$ cat src/touch_spi_pkg.sv
/*
 * touch_spi_pkg: shared constants and carriers for the touch controller
 * serial port and its register store.
 * Assumes: a 16-word by 16-bit register space and SPI mode 0 framing.
 */
package touch_spi_pkg;

	// ==========================================================
	// frame layout
	localparam int unsigned HDR_BITS = 8;
	localparam int unsigned FRAME_BITS = 24;
	localparam int unsigned CNT_W = 5;
	localparam logic [CNT_W-1:0] HDR_LAST = 5'h07;
	localparam logic [CNT_W-1:0] FRAME_LAST = 5'h17;
	localparam int unsigned REG_W = 16;
	localparam int unsigned ADDR_W = 4;
	localparam int unsigned REG_DEPTH = 16;

	// ==========================================================
	// register space
	localparam logic [ADDR_W-1:0] RESULT_TOP = 4'h7;
	localparam logic [ADDR_W-1:0] CFG_ADDR = 4'h8;
	localparam logic [REG_W-1:0] REG_RESET = 16'h0000;
	localparam logic [REG_W-1:0] CFG_RESET = 16'h0002;
	localparam int unsigned IRQ_MODE_LSB = 0;

	// ==========================================================
	// interrupt pin source selection
	localparam logic [1:0] IRQ_PEN = 2'h0;
	localparam logic [1:0] IRQ_DAV = 2'h1;
	localparam logic [1:0] IRQ_BOTH = 2'h2;

	// ==========================================================
	// carriers
	typedef struct packed {
		logic is_cmd;
		logic [ADDR_W-1:0] addr;
		logic rd;
		logic [1:0] rsvd;
	} hdr_s;

	typedef struct packed {
		logic [ADDR_W-1:0] addr;
		logic [REG_W-1:0] data;
	} reg_acc_s;

	// result words live in the low half of the register space
	function automatic logic is_result_addr(input logic [ADDR_W-1:0] a);
		return a <= RESULT_TOP;
	endfunction

endpackage

$ cat src/touch_reg_store.sv
/*
 * touch_reg_store: small register array with one write port and one
 * registered read port; every word returns to its default on reset.
 * Assumes: one clock, synchronous active-high reset.
 */
`timescale 1ns/1ps
`default_nettype none

module touch_reg_store
	import touch_spi_pkg::*;
#(
	parameter int unsigned DEPTH = REG_DEPTH,
	parameter int unsigned WIDTH = REG_W,
	parameter int unsigned AW = $clog2(DEPTH),
	parameter logic [AW-1:0] SPECIAL_IDX = CFG_ADDR,
	parameter logic [WIDTH-1:0] SPECIAL_VAL = CFG_RESET
) (
	input wire logic clk,
	input wire logic srst,
	input wire logic wr_en,
	input wire logic [AW-1:0] wr_addr,
	input wire logic [WIDTH-1:0] wr_data,
	input wire logic [AW-1:0] rd_addr,
	output logic [WIDTH-1:0] rd_data
);

	generate
		if (DEPTH < 2 || (1 << AW) != DEPTH) begin : g_bad_depth
			$error("touch_reg_store: DEPTH must be a power of two");
		end
	endgenerate

	logic [WIDTH-1:0] mem_q [DEPTH];

	// ==========================================================
	// write port with reset to defaults
	always_ff @(posedge clk) begin
		if (srst) begin
			for (int i = 0; i < DEPTH; i++) begin
				mem_q[i] <= (i == int'(SPECIAL_IDX)) ? SPECIAL_VAL : WIDTH'(REG_RESET);
			end
		end else if (wr_en) begin
			mem_q[wr_addr] <= wr_data;
		end
	end

	// registered read port, independent of writes
	always_ff @(posedge clk) begin
		if (srst) begin
			rd_data <= '0;
		end else begin
			rd_data <= mem_q[rd_addr];
		end
	end

endmodule // touch_reg_store

`default_nettype wire

$ cat src/touch_serial_port.sv
/*
 * touch_serial_port: SPI mode 0 slave port of a touch screen controller,
 * with register store, command strobe and programmable interrupt pin.
 * Assumes: serial pins arrive asynchronously and are oversampled by clk;
 * each serial clock phase lasts at least three clk periods.
 */
`timescale 1ns/1ps
`default_nettype none

// Contract
// - serial port runs SPI mode 0; clock idles low, output never moves on rise.
// - serial data output changes only on falling serial clock edges.
// - serial data input is sampled on rising serial clock edges.
// - single-byte command takes exactly eight serial clocks, all required.
// - register access takes 24 serial clocks, all required to complete.
// - several cycles may run under one chip select, each with its address.
// - device is slave only; host makes the serial clock.
// - host writes to addressed registers control the device.
// - results sit in registers, readable any time without disturbance.
// - interrupt pin flags pen touch, data available, or both.
// - interrupt pin asserts low.
// - system reset returns every register to its default.
module touch_serial_port
	import touch_spi_pkg::*;
#(
	parameter int unsigned DATA_W = REG_W
) (
	input wire logic clk,
	input wire logic srst,
	input wire logic sclk,
	input wire logic cs_n,
	input wire logic mosi,
	output logic miso,
	output logic miso_oe,
	input wire logic pen_touch_flag,
	input wire logic result_valid,
	input wire reg_acc_s result,
	output logic result_ready,
	output logic cmd_valid,
	output logic [HDR_BITS-2:0] cmd_code,
	output logic touch_data_irq_out_n
);

	generate
		if (DATA_W != REG_W) begin : g_bad_width
			$error("touch_serial_port: DATA_W must equal the register width");
		end
	endgenerate

	typedef enum logic {PH_HEAD, PH_DATA} phase_e;

	// ==========================================================
	// input synchronisers
	logic sclk_m_q, sclk_s_q, sclk_d_q;
	logic cs_m_q, cs_s_q;
	logic mosi_m_q, mosi_s_q;
	logic pen_m_q, pen_s_q;

	// two flops per pin, then a third for sclk edge finding
	always_ff @(posedge clk) begin
		if (srst) begin
			sclk_m_q <= 1'b0;
			sclk_s_q <= 1'b0;
			sclk_d_q <= 1'b0;
			cs_m_q <= 1'b1;
			cs_s_q <= 1'b1;
			mosi_m_q <= 1'b0;
			mosi_s_q <= 1'b0;
			pen_m_q <= 1'b0;
			pen_s_q <= 1'b0;
		end else begin
			sclk_m_q <= sclk;
			sclk_s_q <= sclk_m_q;
			sclk_d_q <= sclk_s_q;
			cs_m_q <= cs_n;
			cs_s_q <= cs_m_q;
			mosi_m_q <= mosi;
			mosi_s_q <= mosi_m_q;
			pen_m_q <= pen_touch_flag;
			pen_s_q <= pen_m_q;
		end
	end

	logic sel, rise, fall;
	// host-made clock edges, seen only while selected
	assign sel = ~cs_s_q;
	assign rise = sel & sclk_s_q & ~sclk_d_q;
	assign fall = sel & ~sclk_s_q & sclk_d_q;

	// ==========================================================
	// frame tracking
	phase_e phase_q;
	logic [CNT_W-1:0] cnt_q;
	logic [FRAME_BITS-1:0] in_q;
	hdr_s hdr_q, hdr_now;
	logic [DATA_W-1:0] wdata_now;

	assign hdr_now = hdr_s'({in_q[HDR_BITS-2:0], mosi_s_q});
	assign wdata_now = {in_q[DATA_W-2:0], mosi_s_q};

	// shift in on rise, count clocks, restart after each complete cycle
	always_ff @(posedge clk) begin
		if (srst || !sel) begin
			cnt_q <= '0;
			phase_q <= PH_HEAD;
			in_q <= '0;
			hdr_q <= '0;
		end else if (rise) begin
			in_q <= {in_q[FRAME_BITS-2:0], mosi_s_q};
			case (phase_q)
				PH_HEAD: begin
					if (cnt_q == HDR_LAST) begin
						hdr_q <= hdr_now;
						cnt_q <= hdr_now.is_cmd ? '0 : cnt_q + 5'h01;
						phase_q <= hdr_now.is_cmd ? PH_HEAD : PH_DATA;
					end else begin
						cnt_q <= cnt_q + 5'h01;
					end
				end
				PH_DATA: begin
					if (cnt_q == FRAME_LAST) begin
						cnt_q <= '0;
						phase_q <= PH_HEAD;
					end else begin
						cnt_q <= cnt_q + 5'h01;
					end
				end
				default: begin
					cnt_q <= '0;
					phase_q <= PH_HEAD;
				end
			endcase
		end
	end

	logic hdr_done, frame_done;
	assign hdr_done = rise && phase_q == PH_HEAD && cnt_q == HDR_LAST;
	assign frame_done = rise && phase_q == PH_DATA && cnt_q == FRAME_LAST;

	// ==========================================================
	// command strobe
	always_ff @(posedge clk) begin
		if (srst) begin
			cmd_valid <= 1'b0;
			cmd_code <= '0;
		end else begin
			cmd_valid <= hdr_done && hdr_now.is_cmd;
			if (hdr_done && hdr_now.is_cmd) begin
				cmd_code <= {hdr_now.addr, hdr_now.rd, hdr_now.rsvd};
			end
		end
	end

	// ==========================================================
	// host register writes
	logic spi_wr_q;
	reg_acc_s spi_acc_q;
	logic [1:0] irq_mode_q;

	// full 24-clock write to a control word only
	always_ff @(posedge clk) begin
		if (srst) begin
			spi_wr_q <= 1'b0;
			spi_acc_q <= '0;
		end else begin
			spi_wr_q <= frame_done && !hdr_q.rd && !is_result_addr(hdr_q.addr);
			if (frame_done) begin
				spi_acc_q <= '{addr: hdr_q.addr, data: wdata_now};
			end
		end
	end

	// interrupt source selection shadows the configuration word
	always_ff @(posedge clk) begin
		if (srst) begin
			irq_mode_q <= CFG_RESET[IRQ_MODE_LSB +: 2];
		end else if (spi_wr_q && spi_acc_q.addr == CFG_ADDR) begin
			irq_mode_q <= spi_acc_q.data[IRQ_MODE_LSB +: 2];
		end
	end

	// ==========================================================
	// measurement results
	logic res_pend_q, res_commit;
	reg_acc_s res_hold_q;
	assign res_commit = res_pend_q && !spi_wr_q;

	// one-word hold; host writes take the port first
	always_ff @(posedge clk) begin
		if (srst) begin
			res_pend_q <= 1'b0;
			res_hold_q <= '0;
			result_ready <= 1'b0;
		end else begin
			if (result_valid && result_ready) begin
				res_pend_q <= 1'b1;
				res_hold_q <= result;
				result_ready <= 1'b0;
			end else if (res_commit) begin
				res_pend_q <= 1'b0;
				result_ready <= 1'b1;
			end else begin
				result_ready <= !res_pend_q;
			end
		end
	end

	logic wr_en;
	logic [ADDR_W-1:0] wr_addr, rd_addr_q;
	logic [DATA_W-1:0] wr_data, rd_data;
	assign wr_en = spi_wr_q | res_commit;
	assign wr_addr = spi_wr_q ? spi_acc_q.addr : res_hold_q.addr;
	assign wr_data = spi_wr_q ? spi_acc_q.data : res_hold_q.data;

	touch_reg_store #(
		.DEPTH(REG_DEPTH),
		.WIDTH(DATA_W),
		.AW(ADDR_W),
		.SPECIAL_IDX(CFG_ADDR),
		.SPECIAL_VAL(CFG_RESET)
	) u_store (
		.clk(clk),
		.srst(srst),
		.wr_en(wr_en),
		.wr_addr(wr_addr),
		.wr_data(wr_data),
		.rd_addr(rd_addr_q),
		.rd_data(rd_data)
	);

	// ==========================================================
	// data available flag
	logic dav_q;
	logic rd_res_done;
	assign rd_res_done = frame_done && hdr_q.rd && is_result_addr(hdr_q.addr);

	// new result sets, completed result read clears, set wins
	always_ff @(posedge clk) begin
		if (srst) begin
			dav_q <= 1'b0;
		end else if (res_commit) begin
			dav_q <= 1'b1;
		end else if (rd_res_done) begin
			dav_q <= 1'b0;
		end
	end

	// ==========================================================
	// read path and serial output
	logic [1:0] load_q;
	logic [DATA_W-1:0] out_q;

	// address latch, then two cycles to registered read data
	always_ff @(posedge clk) begin
		if (srst) begin
			rd_addr_q <= '0;
			load_q <= 2'h0;
		end else begin
			if (hdr_done && hdr_now.rd && !hdr_now.is_cmd) begin
				rd_addr_q <= hdr_now.addr;
			end
			load_q <= {load_q[0], hdr_done && hdr_now.rd && !hdr_now.is_cmd};
		end
	end

	// output word loads from the read port, then shifts only on falling sclk
	always_ff @(posedge clk) begin
		if (srst || !sel) begin
			out_q <= '0;
			miso <= 1'b0;
		end else if (load_q[1]) begin
			out_q <= rd_data;
		end else if (fall) begin
			if (phase_q == PH_DATA) begin
				miso <= out_q[DATA_W-1];
				out_q <= {out_q[DATA_W-2:0], 1'b0};
			end else begin
				miso <= 1'b0;
			end
		end
	end

	// release the line whenever deselected
	always_ff @(posedge clk) begin
		if (srst) begin
			miso_oe <= 1'b0;
		end else begin
			miso_oe <= sel;
		end
	end

	// ==========================================================
	// interrupt pin
	logic irq_act;
	always_comb begin
		case (irq_mode_q)
			IRQ_PEN: irq_act = pen_s_q;
			IRQ_DAV: irq_act = dav_q;
			default: irq_act = pen_s_q | dav_q;
		endcase
	end

	always_ff @(posedge clk) begin
		if (srst) begin
			touch_data_irq_out_n <= 1'b1;
		end else begin
			touch_data_irq_out_n <= ~irq_act;
		end
	end
endmodule // touch_serial_port

`default_nettype wire

$ cat config.mk
export PLATFORM = sky130hd
export DESIGN_NAME = touch_serial_port
export DESIGN_NICKNAME = d
export VERILOG_FILES = /design/src/touch_spi_pkg.sv /design/src/touch_reg_store.sv /design/src/touch_serial_port.sv
export SDC_FILE = /design/constraint.sdc
export NUM_CORES = 1
export LEC_CHECK = 0
export BUFFER_PORTS_ARGS = -buffer_cell sky130_fd_sc_hd__buf_2
export CAP_MARGIN = 20
export CORE_MARGIN = 4
export CORE_UTILIZATION = 62
export CTS_BUF_LIST = sky130_fd_sc_hd__clkbuf_4 sky130_fd_sc_hd__clkbuf_8 sky130_fd_sc_hd__clkbuf_16
export DETAILED_ROUTE_END_ITERATION = 10
export GPL_ROUTABILITY_DRIVEN = 0
export PLACE_DENSITY_LB_ADDON = 0.25
export SLEW_MARGIN = 20
export SYNTH_ARGS = -nofsm -noshare
export SYNTH_HDL_FRONTEND = slang
export SYNTH_SLANG_ARGS = --single-unit
$ cat constraint.sdc
create_clock -name clk -period 2.9 [get_ports clk]
set_input_delay 0.58 -clock clk [delete_from_list [all_inputs] [get_ports clk]]
set_output_delay 0.58 -clock clk [all_outputs]
set_load 0.02 [all_outputs]
* After elaboration in Yosys (flattened, before gate mapping)
Memory sizes are Yosys's and may differ from the RTL's. A register that Yosys moved wholly into a read port is not among the register bits.
Index checks and enable logic that the tools add are counted.
** Word-level totals
- Latch bits :: 0
- Memory bits (writable) :: 256
- Bits in registers :: 114
- Memories :: 1
- Output and inout bits :: 12
- Bits in read-only memories :: 0
- Input bits :: 27
** Cells by class
- Multiplexer cells :: 28
- Order comparisons :: 1
- Equal/unequal tests :: 4
- Divide/modulo/power cells :: 0
- Bitwise logic cells :: 12
- Add/sub/neg operators :: 1
- Multiply operators :: 0
- Reduce and logical (&&, ||, !) cells :: 30
- Shift operators :: 0
** Memories
- u_store.mem_q :: depth 16, bits a word 16, read ports 1, clocked after Yosys merged registers in 1, write ports 16, RTL line touch_reg_store.sv:33 : logic [WIDTH-1:0] mem_q [DEPTH];
** Operators with widths (count)
- $mux W16 :: 5
- $reduce_or A16 Y1 :: 1
- $mux W1 :: 15
- $mux W5 :: 3
- $logic_and A1 B1 Y1 :: 14
- $pmux W5 S2 :: 1
- $mux W4 :: 2
- $reduce_bool A2 Y1 :: 4
- $not A1 Y1 :: 6
- $add A5 B1 Y5 const B :: 1
- $eq A5 B3 Y1 const B :: 1
- $eq A5 B5 Y1 const B :: 1
- $logic_not A1 Y1 :: 5
- $and A1 B1 Y1 :: 4
- $eq A4 B4 Y1 const B :: 1
- $le A4 B3 Y1 const B :: 1
- $pmux W1 S2 :: 2
- $reduce_and A2 Y1 :: 2
- $reduce_and A3 Y1 :: 1
- $eq A2 B1 Y1 const B :: 1
- $logic_not A2 Y1 :: 1
- $or A1 B1 Y1 :: 2
- $reduce_or A2 Y1 :: 1
- $logic_or A1 B1 Y1 :: 1

* Longest topological paths before layout
- Word-level depth :: 9
- Gate-level depth with buffers :: 8
- Depth with buffers taken out :: 5

* Modules after synthesis
Synthesis repeated with hierarchy kept, for this count alone.
** Second synthesis, totals
- Cells, all modules :: 1341
- Area, all modules :: 17096.4 um2
** Modules (own cells, without submodules)
- touch_reg_store :: area each 12538.3 um2, times used 1, cells an instance 855
- touch_serial_port :: area each 4558.1 um2, times used 1, cells an instance 486

* Worst setup path after synthesis
Ideal clock, no wire load.
- Kind :: input port to flip-flop
- Start point :: input port srst
- End point :: memory u_store.mem_q[10][0] in the netlist's numbering, enable pin
- Required time :: 2.525 ns
- Stages :: 4
- Buffers on the path :: 1
- Setup time :: 0.375 ns
- Slack :: 0.756 ns
- Data arrival time :: 1.770 ns
- Cells stage by stage :: clkbuf_1 > a211oi_2 > nand2_1 > nand2b_1
** RTL lines
- start, declared :: RTL line touch_serial_port.sv:29 : input wire logic srst,
- end, declared :: RTL line touch_reg_store.sv:33

==> reports/summary.txt <==
result of the run = complete, no violations
CP startpoint kind = flop
initial DRC count = 1,240
Rows = 58
Die ar. = 28,300 sq um
# Post-CTS Setup Buffers = 0
hold_ws = 0.243 ns
All-Layer GR Usage = 27.7%
Core Area = 25,300 sq um
share of cells above drive strength 1 = 16.4%
Netlist Area Pre-Place = 15,900 sq um
critical path class = flop to flop
leading area contributor after synthesis = edfxtp_1
Slowest cell on crit path = dfxtp_1
Final #Nets = 1,402
ys async rst share = 0%
fill count = 1,764
starting density of the core = 63.1%
Max VDD drop = 498 uV
Final TNS setup = 0 ns
synth cell count leaders = 299 x nor2_1, 256 x edfxtp_1, 158 x mux2i_1, 130 x dfxtp_1, 94 x nand2_1
fmax = 435 MHz
routed wire length per instance = 22.3 um
post-synth top area share = 48.3%
die height = 168 um
ANT nets after route = 0
power per cell area = 636 nW/um^2
initial antenna violation count = 0
Final Hold Vio Count = 0
min cycle time layout = 2.30 ns
Slew Limit Headroom = 34.2%
RSZ-0062 raised after global routing = no
ANT cells = 0
max-cap violations = 0
Worst-Margin Slew = 0.984 ns
Vias = 10,600
Post-CTS Resized = 0
crit end category = flop
first-pass GRT wire length = 60,400 um
Layout area overhead = 13.1%
Distinct cells, synth = 48
DR DRC count = 0
dpl ws = 0.594 ns
most common cell in the synthesized netlist = nor2_1
Clock transition at path regs = 0.06 ns
Ys Warns = 0
WP data arrival = 2.51 ns
worst min path class = primary input to flop
CP Cell Sequence = buf_4, nand2b_1, a211oi_4, nand2_2, nand2b_1, buf_4
root buffer cell = clkbuf_16
cell count after synthesis = 1,317
total power = 0.0115 W
Seq cells post-synth = 386
CP peak stage delay = 0.47 ns
clk_lat worst skew = 0.53 ns
worst-path fanout max = 16
vias in the first global route = 10,500
Port Buffers = 38
DR vias/cell = 6.11
net count after synthesis = 1,345
DRT Pass-1 Iters = 6
Most used DFF post-synth = edfxtp_1
final-report max-slew violation count = 0
EDFF count, synth = 256
largest net degree at the start of global routing = 53
Post-DP HPWL = 25,200 um
clk buf depth = 3
GRT overflow = 0
Post-Route WL = 38,700 um
CTS buffer count = 38
CTS Hold Bufs = 0
Seq/Total Area, Yosys = 64.6%
die width = 168 um
final worst path period share = 79.2%
clk_skew = 0.00953 ns
Synth area leaders = edfxtp_1 48%, dfxtp_1 16%, mux2i_1 9.9%, nor2_1 7.0%, mux4_2 2.4%
I/O pin cnt = 39
H-tree Lvls = 2
Final setup viols = 0
WP data required = 3.12 ns
setup ws final = 0.604 ns
Post-Syn Area per Cell = 12.1 sq um
CTS tree = done
Leakage Power = 6.04 nW
clk sink count = 386
## registers in the layout, indices dropped and copies added (netlist names), 2 cells and up
| register | flops |
|---|---|
| cmd_code | 7 |
| cnt_q | 5 |
| hdr_q | 5 |
| in_q | 15 |
| irq_mode_q | 2 |
| load_q | 2 |
| out_q | 16 |
| rd_addr_q | 4 |
| res_hold_q | 20 |
| spi_acc_q | 20 |
| u_store.mem_q | 256 |
| u_store.rd_data | 16 |
## worst max-delay path, delay by kind of cell (launching register included)
family / cells / cell delay [ns]
buf+inv: 2 / 0.53
simple gates: 3 / 0.53
flops: 1 / 0.47
compound gates: 1 / 0.47
## area by class of cell
cell class / instances / area [sq um] / share of cell area, %
Clock buffer: 53 / 1170 / 6.47
Clock inverter: 16 / 128 / 0.708
Inverter: 6 / 22.5 / 0.125
Multi-Input combinational cell: 829 / 5190 / 28.8
Sequential cell: 386 / 10300 / 57.1
Tap cell: 330 / 413 / 2.29
Timing Repair Buffer: 113 / 806 / 4.47
## metal layers
layer | wire (um) | up-vias | GRT usage, %
li1 | - | 4790 | -
met1 | 15300 | 5232 | 38.2
met2 | 18800 | 489 | 46.0
met3 | 3460 | 82 | 4.39
met4 | 1090 | 0 | 7.97
met5 | 0 | - | 0
## logic make-up (layout without fill, tap and decap cells)
| family | Yosys count | count (layout) | share of synthesized area (%) |
|---|---|---|---|
| mux | 176 | 176 | 12.4 |
| flops | 386 | 386 | 64.6 |
| buf+inv | 102 | 188 | 2.92 |
| simple gates | 491 | 491 | 13.3 |
| fa+ha+maj | 1 | 1 | 0.0786 |
| compound gates | 158 | 158 | 6.56 |
| xor+xnor | 3 | 3 | 0.165 |
## worst paths after layout
path,cells past startpoint,to,slack [ns],from
max,6,u_store.mem_q[0][6]$_SDFFCE_PN0P_,0.60,spi_wr_q$_SDFF_PP0_
min,2,cs_m_q$_SDFF_PP1_,0.24,cs_n
max reg2reg,6,u_store.mem_q[0][6]$_SDFFCE_PN0P_,0.60,spi_wr_q$_SDFF_PP0_
min reg2reg,1,cs_s_q$_SDFF_PP1_,0.42,cs_m_q$_SDFF_PP1_
## stage by stage
step | area (sq um) | std cells | util (%)
2_1_floorplan | 15900 | 1317 | -
3_3_place_gp | 16700 | 1664 | 66.2
4_1_cts | 18000 | 1733 | 71.3
5_1_grt | 18000 | 1733 | 71.3
6_report | 18000 | 1733 | 71.3
3_5_place_dp | 16700 | 1664 | 66.2
## power by group
group	switching (W)	leakage, nW	internal (W)
sequential	0.0000610	3.70	0.00600
clock	0.00202	0.658	0.00299
combinational	0.000280	1.68	0.000121
## cell usage in the layout (no fill, tap or decap), drive strengths merged, types with 31 or more instances in the layout
cell / count
dfxtp: 130
a22oi: 43
nor2: 299
nand2b: 31
o21ai: 32
a21oi: 55
buf: 113
clkbuf: 53
edfxtp: 256
nand2: 102
mux2i: 158
Power figures use the tool's default switching activity.
